## config.mk

```make
export PLATFORM = sky130hd
export DESIGN_NAME = hbp_host_port
export DESIGN_NICKNAME = d
export VERILOG_FILES = /design/src/hbp_pkg.sv /design/src/hbp_serial.sv /design/src/hbp_host_port.sv
export SDC_FILE = /design/constraint.sdc
export NUM_CORES = 1
export LEC_CHECK = 0
export CORE_ASPECT_RATIO = 0.8
export CORE_MARGIN = 3
export CORE_UTILIZATION = 40
export CTS_BUF_LIST = sky130_fd_sc_hd__clkbuf_16
export CTS_CLUSTER_SIZE = 16
export DETAILED_ROUTE_END_ITERATION = 10
export DONT_BUFFER_PORTS = 1
export PLACE_DENSITY_LB_ADDON = 0.25
export SYNTH_ARGS = -nofsm -noshare
export SYNTH_HDL_FRONTEND = slang
export SYNTH_SLANG_ARGS = --single-unit
```

## constraint.sdc

```tcl
create_clock -name clk_sys_i -period 3.5 [get_ports clk_sys_i]
set_input_delay 0.175 -clock clk_sys_i [delete_from_list [all_inputs] [get_ports clk_sys_i]]
set_output_delay 0.175 -clock clk_sys_i [all_outputs]
set_load 0.02 [all_outputs]
```

## src/hbp_pkg.sv

```systemverilog
// package for the host bus pin port: widths, pin positions, serial frame
// layout and the state records of both access engines.
// assumes one 100 MHz clock and inputs already synchronous to it.
package hbp_pkg;

    localparam int ADDR_W = 13;
    localparam int DATA_W = 8;

    // data pins with a second meaning in serial mode
    localparam int PIN_CPOL = 7;
    localparam int PIN_CPHA = 6;
    localparam int PIN_SWAP = 5;
    localparam int PIN_SCLK = 2;
    localparam int PIN_MOSI = 1;
    localparam int PIN_MISO = 0;

    // serial frame: r/w bit, 13 address bits, burst bit, then 8 data bits
    localparam logic [4:0] SER_RW_POS    = 5'h00;
    localparam logic [4:0] SER_ADDR_POS  = 5'h01;
    localparam logic [4:0] SER_BURST_POS = 5'h0E;
    localparam logic [4:0] SER_DATA_POS  = 5'h0F;
    localparam logic [4:0] SER_LAST_POS  = 5'h16;
    localparam logic [4:0] SER_DONE_POS  = 5'h17;
    localparam logic [3:0] ADDR_TOP      = 4'hC;
    localparam logic [3:0] DATA_TOP      = 4'h7;

    // reset values
    localparam logic [ADDR_W-1:0] ADDR_RST = 13'h0000;
    localparam logic [DATA_W-1:0] DATA_RST = 8'h00;
    localparam logic [4:0]        CNT_RST  = 5'h00;

    // output enable patterns of the data pins
    localparam logic [DATA_W-1:0] OE_ALL  = 8'hFF;
    localparam logic [DATA_W-1:0] OE_MISO = 8'h01;
    localparam logic [DATA_W-1:0] OE_NONE = 8'h00;

    typedef struct packed {
        logic [4:0]        cnt;
        logic              rw;
        logic              burst;
        logic [ADDR_W-1:0] addr;
        logic [DATA_W-1:0] data;
        logic              wr;
        logic              rd;
        logic              miso;
        logic              sclk_q;
    } hbp_ser_s;

    typedef struct packed {
        logic              rd_q;
        logic              wr_q;
        logic [ADDR_W-1:0] addr;
        logic [DATA_W-1:0] wdata;
        logic              reg_wr;
        logic              reg_rd;
        logic [DATA_W-1:0] dout;
        logic [DATA_W-1:0] doe;
    } hbp_par_s;

    // index of a field bit for the k-th bit on the wire
    function automatic logic [3:0] bit_idx(input logic [3:0] k,
                                           input logic [3:0] top,
                                           input logic       msb_first);
        bit_idx = msb_first ? 4'(top - k) : k;
    endfunction

endpackage

```

## src/hbp_serial.sv

```systemverilog
// serial access engine of the host port, active while serial mode is selected and chip select is low.
// assumes sclk, mosi and the config levels are synchronous samples and that
// sclk half periods last at least three system clocks.
module hbp_serial
    import hbp_pkg::*;
(
    input  wire logic              clk_sys_i,
    input  wire logic              rst_n_i,
    input  wire logic              active_i,
    input  wire logic              cpol_i,
    input  wire logic              cpha_i,
    input  wire logic              msb_first_i,
    input  wire logic              sclk_i,
    input  wire logic              mosi_i,
    input  wire logic [DATA_W-1:0] rdata_i,
    output logic      [ADDR_W-1:0] addr_o,
    output logic      [DATA_W-1:0] wdata_o,
    output logic                   wr_o,
    output logic                   rd_o,
    output logic                   miso_o
);

    hbp_ser_s s_r;
    hbp_ser_s s_nxt;

    logic rise;
    logic fall;
    logic lead;
    logic sample;
    logic shift;
    // a function result cannot be part-selected, so the indexes live here
    logic [3:0] addr_idx;
    logic [3:0] data_idx;

    always_comb
    begin
        s_nxt       = s_r;
        s_nxt.wr    = 1'b0;
        s_nxt.rd    = 1'b0;
        s_nxt.sclk_q = sclk_i;
        rise   = sclk_i & ~s_r.sclk_q;
        fall   = ~sclk_i & s_r.sclk_q;
        lead   = cpol_i ? fall : rise;
        sample = cpha_i ? (rise | fall) & ~lead : lead;
        shift  = (rise | fall) & ~sample;
        addr_idx = bit_idx(4'(s_r.cnt - SER_ADDR_POS), ADDR_TOP, msb_first_i);
        data_idx = bit_idx(4'(s_r.cnt - SER_DATA_POS), DATA_TOP, msb_first_i);
        if (!active_i)
        begin
            s_nxt.cnt = CNT_RST;
        end
        else if (sample && s_r.cnt != SER_DONE_POS)
        begin
            s_nxt.cnt = s_r.cnt + 5'h01;
            if (s_r.cnt == SER_RW_POS)
            begin
                s_nxt.rw = mosi_i;
            end
            else if (s_r.cnt < SER_BURST_POS)
            begin
                // r/w and burst keep their slots; only fields swap order
                s_nxt.addr[addr_idx] = mosi_i;
            end
            else if (s_r.cnt == SER_BURST_POS)
            begin
                s_nxt.burst = mosi_i;
                s_nxt.rd    = s_r.rw;
            end
            else
            begin
                s_nxt.data[data_idx[2:0]] = mosi_i;
                if (s_r.cnt == SER_LAST_POS)
                begin
                    s_nxt.wr = ~s_r.rw;
                    if (s_r.burst)
                    begin
                        s_nxt.cnt  = SER_DATA_POS;
                        s_nxt.addr = s_r.addr + 13'h0001;
                        s_nxt.rd   = s_r.rw;
                    end
                end
            end
        end
        // wire bit k of the data field is placed just before its sample edge
        if (active_i && shift && s_r.rw && s_r.cnt >= SER_DATA_POS
            && s_r.cnt != SER_DONE_POS)
        begin
            s_nxt.miso = rdata_i[data_idx[2:0]];
        end
    end

    always_ff @(posedge clk_sys_i or negedge rst_n_i)
    begin
        if (!rst_n_i)
        begin
            s_r <= '{cnt: CNT_RST, addr: ADDR_RST, data: DATA_RST, default: 1'b0};
        end
        else
        begin
            s_r <= s_nxt;
        end
    end

    assign addr_o  = s_r.addr;
    assign wdata_o = s_r.data;
    assign wr_o    = s_r.wr;
    assign rd_o    = s_r.rd;
    assign miso_o  = s_r.miso;

    ser_idle_a: assert property (@(posedge clk_sys_i) disable iff (!rst_n_i)
        !active_i |=> s_r.cnt == CNT_RST && !wr_o)
        else $error("serial engine not idle outside a frame");

    ser_wr_end_a: assert property (@(posedge clk_sys_i) disable iff (!rst_n_i)
        wr_o |-> $past(s_r.cnt) == SER_LAST_POS && !s_r.rw)
        else $error("serial write not at end of data field");

    ser_rd_pair_a: assert property (@(posedge clk_sys_i) disable iff (!rst_n_i)
        rd_o |-> s_r.rw && s_r.cnt == SER_DATA_POS)
        else $error("serial read issued outside its slot");

endmodule

```

## src/hbp_host_port.sv

```systemverilog
// top of the host bus pin port: 13-bit address, 8-bit two-way data pins,
// strobe decode for both strobe styles, and the serial mode sharing the pins.
// assumes all pins synchronous to clk_sys_i and reg_rdata_i following
// reg_addr_o within the same cycle (plain lookup in the register file).
// How it works
// - decode 13-bit address, addr_msb down to addr_lsb
// - eight data pins: write capture, read drive
// - no data pin driven once chip select has been high for one clock
// - data_bit_seven sets serial clock polarity, the idle level of the clock
// - data_bit_six sets serial sample and shift phase
// - data_bit_five picks field order; r/w, burst fixed
// - pins two, one, zero: clock, in, out
// - strobes honoured only under chip select
module hbp_host_port
    import hbp_pkg::*;
(
    input  wire logic              clk_sys_i,
    input  wire logic              rst_n_i,
    input  wire logic [ADDR_W-1:0] addr_i,
    input  wire logic [DATA_W-1:0] data_i,
    output logic      [DATA_W-1:0] data_o,
    output logic      [DATA_W-1:0] data_oe_o,
    input  wire logic              chip_select_n_i,
    input  wire logic              read_strobe_n_i,
    input  wire logic              write_strobe_n_i,
    input  wire logic              strobe_style_i,
    input  wire logic              serial_sel_i,
    output logic      [ADDR_W-1:0] reg_addr_o,
    output logic      [DATA_W-1:0] reg_wdata_o,
    output logic                   reg_wr_o,
    output logic                   reg_rd_o,
    input  wire logic [DATA_W-1:0] reg_rdata_i
);

    hbp_par_s p_r;
    hbp_par_s p_nxt;

    logic              sel;
    logic              par_sel;
    logic              rd_act;
    logic              wr_act;
    logic              ser_active;
    logic [ADDR_W-1:0] ser_addr;
    logic [DATA_W-1:0] ser_wdata;
    logic              ser_wr;
    logic              ser_rd;
    logic              ser_miso;

    // serial selections are used live, so they must not move mid-frame
    assign ser_active = serial_sel_i & ~chip_select_n_i;

    hbp_serial u_serial
    (
        .clk_sys_i   (clk_sys_i),
        .rst_n_i     (rst_n_i),
        .active_i    (ser_active),
        .cpol_i      (data_i[PIN_CPOL]),
        .cpha_i      (data_i[PIN_CPHA]),
        .msb_first_i (data_i[PIN_SWAP]),
        .sclk_i      (data_i[PIN_SCLK]),
        .mosi_i      (data_i[PIN_MOSI]),
        .rdata_i     (reg_rdata_i),
        .addr_o      (ser_addr),
        .wdata_o     (ser_wdata),
        .wr_o        (ser_wr),
        .rd_o        (ser_rd),
        .miso_o      (ser_miso)
    );

    always_comb
    begin
        p_nxt        = p_r;
        sel          = ~chip_select_n_i;
        par_sel      = sel & ~serial_sel_i;
        // style 0: separate read and write strobes
        // style 1: data strobe plus read/write level
        if (strobe_style_i)
        begin
            rd_act = par_sel & ~read_strobe_n_i & write_strobe_n_i;
            wr_act = par_sel & ~read_strobe_n_i & ~write_strobe_n_i;
        end
        else
        begin
            rd_act = par_sel & ~read_strobe_n_i;
            wr_act = par_sel & ~write_strobe_n_i & read_strobe_n_i;
        end
        p_nxt.rd_q = rd_act;
        p_nxt.wr_q = wr_act;
        if (serial_sel_i)
        begin
            p_nxt.addr   = ser_addr;
            p_nxt.wdata  = ser_wdata;
            p_nxt.reg_wr = ser_wr;
            p_nxt.reg_rd = ser_rd;
        end
        else
        begin
            if (rd_act || wr_act)
            begin
                p_nxt.addr = addr_i;
            end
            if (wr_act)
            begin
                p_nxt.wdata = data_i;
            end
            // commit writes at the end of the strobe, when the host data is settled; reads are issued at its start
            p_nxt.reg_wr = p_r.wr_q & ~wr_act;
            p_nxt.reg_rd = rd_act & ~p_r.rd_q;
        end
        if (serial_sel_i)
        begin
            p_nxt.dout = {{(DATA_W-1){1'b0}}, ser_miso};
            p_nxt.doe  = sel ? OE_MISO : OE_NONE;
        end
        else
        begin
            p_nxt.dout = reg_rdata_i;
            p_nxt.doe  = rd_act ? OE_ALL : OE_NONE;
        end
    end

    always_ff @(posedge clk_sys_i or negedge rst_n_i)
    begin
        if (!rst_n_i)
        begin
            p_r <= '{addr: ADDR_RST, wdata: DATA_RST, dout: DATA_RST,
                     doe: OE_NONE, default: 1'b0};
        end
        else
        begin
            p_r <= p_nxt;
        end
    end

    assign data_o      = p_r.dout;
    assign data_oe_o   = p_r.doe;
    assign reg_addr_o  = p_r.addr;
    assign reg_wdata_o = p_r.wdata;
    assign reg_wr_o    = p_r.reg_wr;
    assign reg_rd_o    = p_r.reg_rd;

    // one cycle of pin latency is the price of registered outputs
    cs_float_a: assert property (@(posedge clk_sys_i) disable iff (!rst_n_i)
        chip_select_n_i |=> data_oe_o == OE_NONE)
        else $error("data pins driven while chip select high");

    par_read_a: assert property (@(posedge clk_sys_i) disable iff (!rst_n_i)
        !serial_sel_i && !chip_select_n_i && !read_strobe_n_i
        && (strobe_style_i ? write_strobe_n_i : 1'b1)
        |=> data_oe_o == OE_ALL && data_o == $past(reg_rdata_i))
        else $error("read cycle did not drive the register contents");

    rd_start_a: assert property (@(posedge clk_sys_i) disable iff (!rst_n_i)
        !serial_sel_i && $fell(chip_select_n_i | read_strobe_n_i)
        && !strobe_style_i && $past(serial_sel_i) == 1'b0
        |=> reg_rd_o && reg_addr_o == $past(addr_i))
        else $error("read start missed or wrong address");

    wr_commit_a: assert property (@(posedge clk_sys_i) disable iff (!rst_n_i)
        !serial_sel_i && p_r.wr_q && !wr_act
        |=> reg_wr_o && reg_wdata_o == $past(p_r.wdata)
        ##1 !reg_wr_o)
        else $error("write not committed once at strobe end");

    no_strobe_a: assert property (@(posedge clk_sys_i) disable iff (!rst_n_i)
        chip_select_n_i [*2] |=> !reg_wr_o && !reg_rd_o)
        else $error("strobe honoured without chip select");

    ser_pins_a: assert property (@(posedge clk_sys_i) disable iff (!rst_n_i)
        serial_sel_i && !chip_select_n_i |=> data_oe_o == OE_MISO)
        else $error("serial mode must drive only the data output pin");

endmodule

```

# After elaboration in Yosys (flattened, before gate mapping)
# Cells that the tools add are included.
[op_classes]
addsub = 6
n_mul = 0
div_mod_pow = 0
order_cmp = 6
n_eq_ne = 5
n_shift = 0
n_mux = 40
bitwise = 28
n_reduce_logical = 17
[op_table]
columns = ["operator", "count"]
rows = [
  ["2-to-1 mux 13 bit", 4],
  ["2-to-1 mux 30 bit", 1],
  ["2-to-1 mux 5 bit", 6],
  ["2-to-1 mux 24 bit", 1],
  ["2-to-1 mux 23 bit", 1],
  ["2-to-1 mux 22 bit", 1],
  ["2-to-1 mux 16 bit", 1],
  ["2-to-1 mux 8 bit", 2],
  ["NOT 1 bit", 14],
  ["adder 13 x 1 -> 13 bit (second input constant)", 1],
  ["AND 1 bit", 13],
  ["bitwise mux 13 bit", 1],
  ["2-to-1 mux 1 bit", 13],
  ["2-to-1 mux 10 bit", 1],
  ["AND reduction 5 bit", 2],
  ["bitwise mux 8 bit", 1],
  ["nonzero test 2 bit", 4],
  ["logical AND 1 bit", 7],
  ["AND reduction 6 bit", 1],
  ["adder 5 x 1 -> 5 bit (second input constant)", 1],
  ["equality test 5 x 4 -> 1 bit (second input constant)", 1],
  ["equality test 5 bit (second input constant)", 1],
  [">= comparator 5 x 4 -> 1 bit (second input constant)", 1],
  ["zero test 5 bit", 1],
  ["21 further kinds", 22],
]
[totals]
reg_bits = 73
latch_bits = 0
ram_bits = 0
rom_bits = 0
input_bits = 36
output_inout_bits = 39
elab_cells = 119
memories = 0

# Longest topological paths before layout
[logic_depth]
depth_word = 13
ltp_mapped = 9
mapped_depth_nobuf = 8

# By module
# From an unflattened synthesis, not the netlist that was laid out.
[unflattened]
cells_unflattened = 459
area_unflattened_um2 = 4543.1
[modules_own_cells]
columns = ["mod", "instances", "cells_per_inst", "area_each_um2"]
rows = [
  ["hbp_serial", 1, 297, 2638.8],
  ["hbp_host_port", 1, 162, 1904.3],
]

# Worst setup path after synthesis
# OpenSTA, ideal clock, no wires.
[synth_timing]
kind = "register to register"
from = "register u_serial.s_r[27] (netlist name)"
to = "register with a tool-made name"
setup_time_ns = 0.125
t_arrival_ns = 2.359
path_slack_ns = 1.016
stages_incl_launch_ff = 10
n_path_buf = 1
path_cell_list = "dfrtp_1 -> inv_1 -> ha_1 -> clkbuf_8 -> and2_1 -> o21ai_1 -> xor2_1 -> nand3_1 -> a21oi_1 -> mux2_2"
[synth_rtl]
columns = ["element", "line", "text"]
rows = [
  ["start: declaration", "hbp_serial.sv:23", "hbp_ser_s s_r;"],
  ["start signal: assignment", "hbp_serial.sv:100", "s_r <= s_nxt;"],
]

==> out/qor.log <==
qor: drt.via_total_after_detailed_routing 2888
qor: synth.synthArstFlopShare 100%
qor: worst_setup_path.regToRegStartpoint u_serial.s_r[27]$_DFFE_PN0P_
qor: hold_path.worst_hold_check_path_type input port to flop
qor: floorplan.floorplan.initialDensity 41.6%
qor: drt.detail_route.wl_per_cell 17.4 um
qor: floorplan.placement_rows 32
qor: synth.dominant_combinational_cell_family_by_area_after_synthesis simple AND/OR/NAND/NOR gates
qor: layout.drive_gt1_share 11.8%
qor: placed_design.dpl-instance-area 0.00388 mm^2
qor: floorplan.die_h 96.4 um
qor: cts.tritoncts.num_buffers 9
qor: cts.cts_htree_levels 3
qor: global_routing.grt.overflow.total 0
qor: synth.synth_adder_area_share 3.37%
qor: drt.drt_pre_antenna_iters 4
qor: power_and_ir_drop.leakagePower 1.95 nW
qor: layout.areaGrowthSynthToFinish 5.85%
qor: worst_setup_path.cp-startpoint u_serial.s_r[27]$_DFFE_PN0P_
qor: synth.compound_cell_area_share_of_the_yosys_netlist 11.2%
qor: synth.number_of_enable_type_register_cells_in_the_synthesized_netlist 0
qor: floorplan.core_outline_area 0.00981 mm^2
qor: drt.detail-route-antenna-nets 0
qor: run_status.run_status finished, final reports clean
qor: synth.syn_nets 471
qor: worst_setup_path.cp.arrival 3.00 ns
qor: synth.postSynthAreaPerCell 9.63 um^2
qor: synth.synth_largest_area_cell sky130_fd_sc_hd__dfrtp_1
qor: cts.clkLatencyLatePin 0.33 ns
qor: layout.number_of_diodes_added_for_antenna_fixing 0
qor: flow_run.max_cap_viol_count 0
qor: timing.maxSlewHeadroom 34.9%
qor: timing.fin_crit_sh 79.6%
qor: global_routing.antenna_found_initial 0
qor: hold_path.hold_path.startpoint serial_sel_i
qor: floorplan.design.portCount 75
qor: timing.timing_worst_slew_pin_value 0.976 ns
qor: synth.synth_simple_gate_area_share 15.8%
qor: timing.postLayoutSetupSlackWorst 0.713 ns
qor: timing.timing_hold_violations_final 0
qor: timing.grt_setup_unrepaired no
qor: timing.timing.final.crit_period 2.79 ns
qor: synth.synthFlopType sky130_fd_sc_hd__dfrtp_1
qor: timing.fin_hold_ws 0.0288 ns
qor: power_and_ir_drop.power-per-cell-area 442 mW/mm^2
qor: synth.synth.yosys.warnings 0
qor: power_and_ir_drop.vdd_drop_max 200 uV
qor: placed_design.hpwl 6.44 mm
qor: layout.finalNetCount 443
qor: synth.number_of_different_library_cells_in_the_post_synthesis_netlist 50
qor: placed_design.io_buffers 0
qor: drt.drcViolationCount 0
qor: cts.cts-resized-gates 0
qor: synth.synthDominantCellAreaShare 41.1%
qor: drt.vias_per_cell 5.39
qor: worst_setup_path.end_kind flop
qor: worst_setup_path.critical-path-slowest-cell sky130_fd_sc_hd__dfrtp_1
qor: timing.report.final.setup_viol 0
qor: synth.synthesized_cell_area 0.00408 mm^2
qor: layout.final_cell_count_no_fill 536
qor: cts.clk_transition_reported_paths 0.05 ns
qor: synth.synth.mux.area_fraction 12.4%
qor: floorplan.die_area 0.0115 mm^2
qor: placed_design.routabilityCongestion 0.944
qor: timing.worst_clock_skew 0.00628 ns
qor: worst_setup_path.worstPathRequired 3.71 ns
qor: synth.xor_and_xnor_area_share_after_synthesis 5.09%
qor: global_routing.wire_length_of_the_first_global_routing_pass 15.2 mm
qor: cts.cts.path.max_buffers 2
qor: layout.finalInstanceArea 0.00432 mm^2
qor: cts.clock_sink_count 67
qor: global_routing.grt.total_usage 16.9%
qor: floorplan.die_w 119 um
qor: drt.wire_length_reported_by_the_detailed_router 9.30 mm
qor: cts.cts-root-buf sky130_fd_sc_hd__clkbuf_16
qor: cts.tritoncts_clock_tree built
qor: timing.totalNegativeSetupSlack 0 ns
qor: synth.ys_top_cells_by_area sky130_fd_sc_hd__dfrtp_1 41%, sky130_fd_sc_hd__buf_4 7.0%, sky130_fd_sc_hd__mux2_2 5.2%
qor: global_routing.grt_max_degree 68
qor: placed_design.pre_cts_ws 0.738 ns
qor: global_routing.first_global_vias 2810
qor: worst_setup_path.critical-path-max-stage-delay 0.50 ns
qor: worst_setup_path.critical_path.startpoint_type flop
qor: synth.share_of_synthesized_area_occupied_by_flip_flops_and_latches 41.1%
qor: timing.final-max-slew-violation-count 0
qor: cts.post-cts-setup-buffers 0
qor: worst_setup_path.path_max_fanout 9
qor: cts.ctsHoldBuffers 14
qor: timing.timing.fmax 0.359 GHz
qor: worst_setup_path.timing_worst_setup_path_type flop to flop
qor: placed_design.numPlacedInstances 507
qor: drt.drt_iter0_markers 207
qor: worst_setup_path.worstPathCellList inv_1, ha_1, and2_1, o21ai_1, xor2_1, nand3_1, a21oi_1, mux2_2
qor: synth.syn_inst 424
qor: layout.layout.filler_cells 937
qor: synth.post_synthesis_register_bit_count 67
==> synth_stat cells, drive strengths merged (2+ instances only) <==
master and instances:
mux2 22, ha 11, or4 2, o31ai 4, o21ai 33, nand4 3
mux2i 21, and3 7, o22ai 10, and2 2, xnor2 10, buf 42
clkbuf 13, nor4 2, dfrtp 67, nand2b 2, nand3 24, xor2 12
nor3 6, inv 14, a31oi 3, nor2b 8, nand2 46, a21oi 19
mux4 2, nor2 24
==> per-stage QoR <==
stage / util, % / total power (W)
after floorplan: - / 0.00102
after global placement: 39.6 / 0.00101
after detailed placement: 39.6 / 0.00101
after CTS: 44.1 / 0.00194
after global routing: 44.1 / 0.00200
final: 44.1 / 0.00191
==> placed cells by master (no fill, tap or decap), types with 2 or more instances in the layout <==
master                          instances
sky130_fd_sc_hd__dfrtp_1               67
sky130_fd_sc_hd__nand2_1               46
sky130_fd_sc_hd__o21ai_0               32
sky130_fd_sc_hd__nor2_1                24
sky130_fd_sc_hd__nand3_1               24
sky130_fd_sc_hd__mux2i_1               21
sky130_fd_sc_hd__mux2_2                19
sky130_fd_sc_hd__a21oi_1               18
sky130_fd_sc_hd__inv_1                 15
sky130_fd_sc_hd__dlygate4sd3_1         13
sky130_fd_sc_hd__xor2_1                12
sky130_fd_sc_hd__ha_1                  11
sky130_fd_sc_hd__o22ai_1               10
sky130_fd_sc_hd__clkbuf_16              9
sky130_fd_sc_hd__xnor2_1                8
sky130_fd_sc_hd__nor2b_1                8
sky130_fd_sc_hd__and3_1                 7
sky130_fd_sc_hd__nor3_1                 5
sky130_fd_sc_hd__o31ai_1                4
sky130_fd_sc_hd__nand4_1                3
sky130_fd_sc_hd__a31oi_1                3
sky130_fd_sc_hd__buf_4                  3
sky130_fd_sc_hd__mux4_2                 2
sky130_fd_sc_hd__nor4_1                 2
sky130_fd_sc_hd__nand2b_1               2
sky130_fd_sc_hd__or4_1                  2
sky130_fd_sc_hd__xnor2_2                2
sky130_fd_sc_hd__mux2_1                 2
sky130_fd_sc_hd__and2_1                 2
==> cell type report <==
cell class                      instances  area [um^2]  share of cell area (%)
Clock buffer                            9          225                    5.21
Clock inverter                          6         58.8                    1.36
Inverter                               14         52.6                    1.22
Multi-Input combinational cell        287         1960                    45.3
Sequential cell                        67         1680                    38.8
Tap cell                              136          170                    3.94
Timing Repair Buffer                   17          180                    4.17
==> worst max-delay path, delay by kind of cell (launching register included) <==
family | cells | cell delay (ns)
simple gates | 2 | 0.30
fa+ha+maj | 1 | 0.45
mux | 1 | 0.35
buf+inv | 1 | 0.21
flops | 1 | 0.50
compound gates | 2 | 0.45
xor+xnor | 1 | 0.39
==> report_power, final <==
part           switching [W]  internal, W
Clock               0.000336     0.000542
Sequential         0.0000473     0.000803
Combinational       0.000112    0.0000721
==> path summary, 6_finish.rpt <==
kind / endpoint / slack [ns] / depth (start not counted)
min in group asynchronous: reg_addr_o[5]$_DFFE_PN0P_ / 0.36 / 2
setup / recovery: flop / 0.71 / 8
setup reg to reg: flop / 0.71 / 8
max in group asynchronous: u_serial.s_r[27]$_DFFE_PN0P_ / 2.81 / 2
hold reg to reg: reg_rd_o$_DFF_PN0_ / 0.43 / 1
hold / removal: data_oe_o[0]$_DFF_PN0_ / 0.03 / 2
==> kinds of logic after synthesis <==
| kind of cell | after synthesis |
|---|---|
| buffers and inverters | 70 |
| DFF | 67 |
| adders and majority gates | 11 |
| AOI/OAI and AO/OA | 77 |
| and+or+nand+nor | 132 |
| xor gates and xnor gates | 22 |
| muxes | 45 |
==> metal layers <==
metal	vias up	share of wire [%]	GRT usage [%]
met5	-	0	0
li1	1386	-	-
met4	0	0.55	4.73
met3	6	6.6	5.65
met2	94	43	25.4
met1	1402	49	23.4
Note: power is estimated with default switching activity, not from simulation.
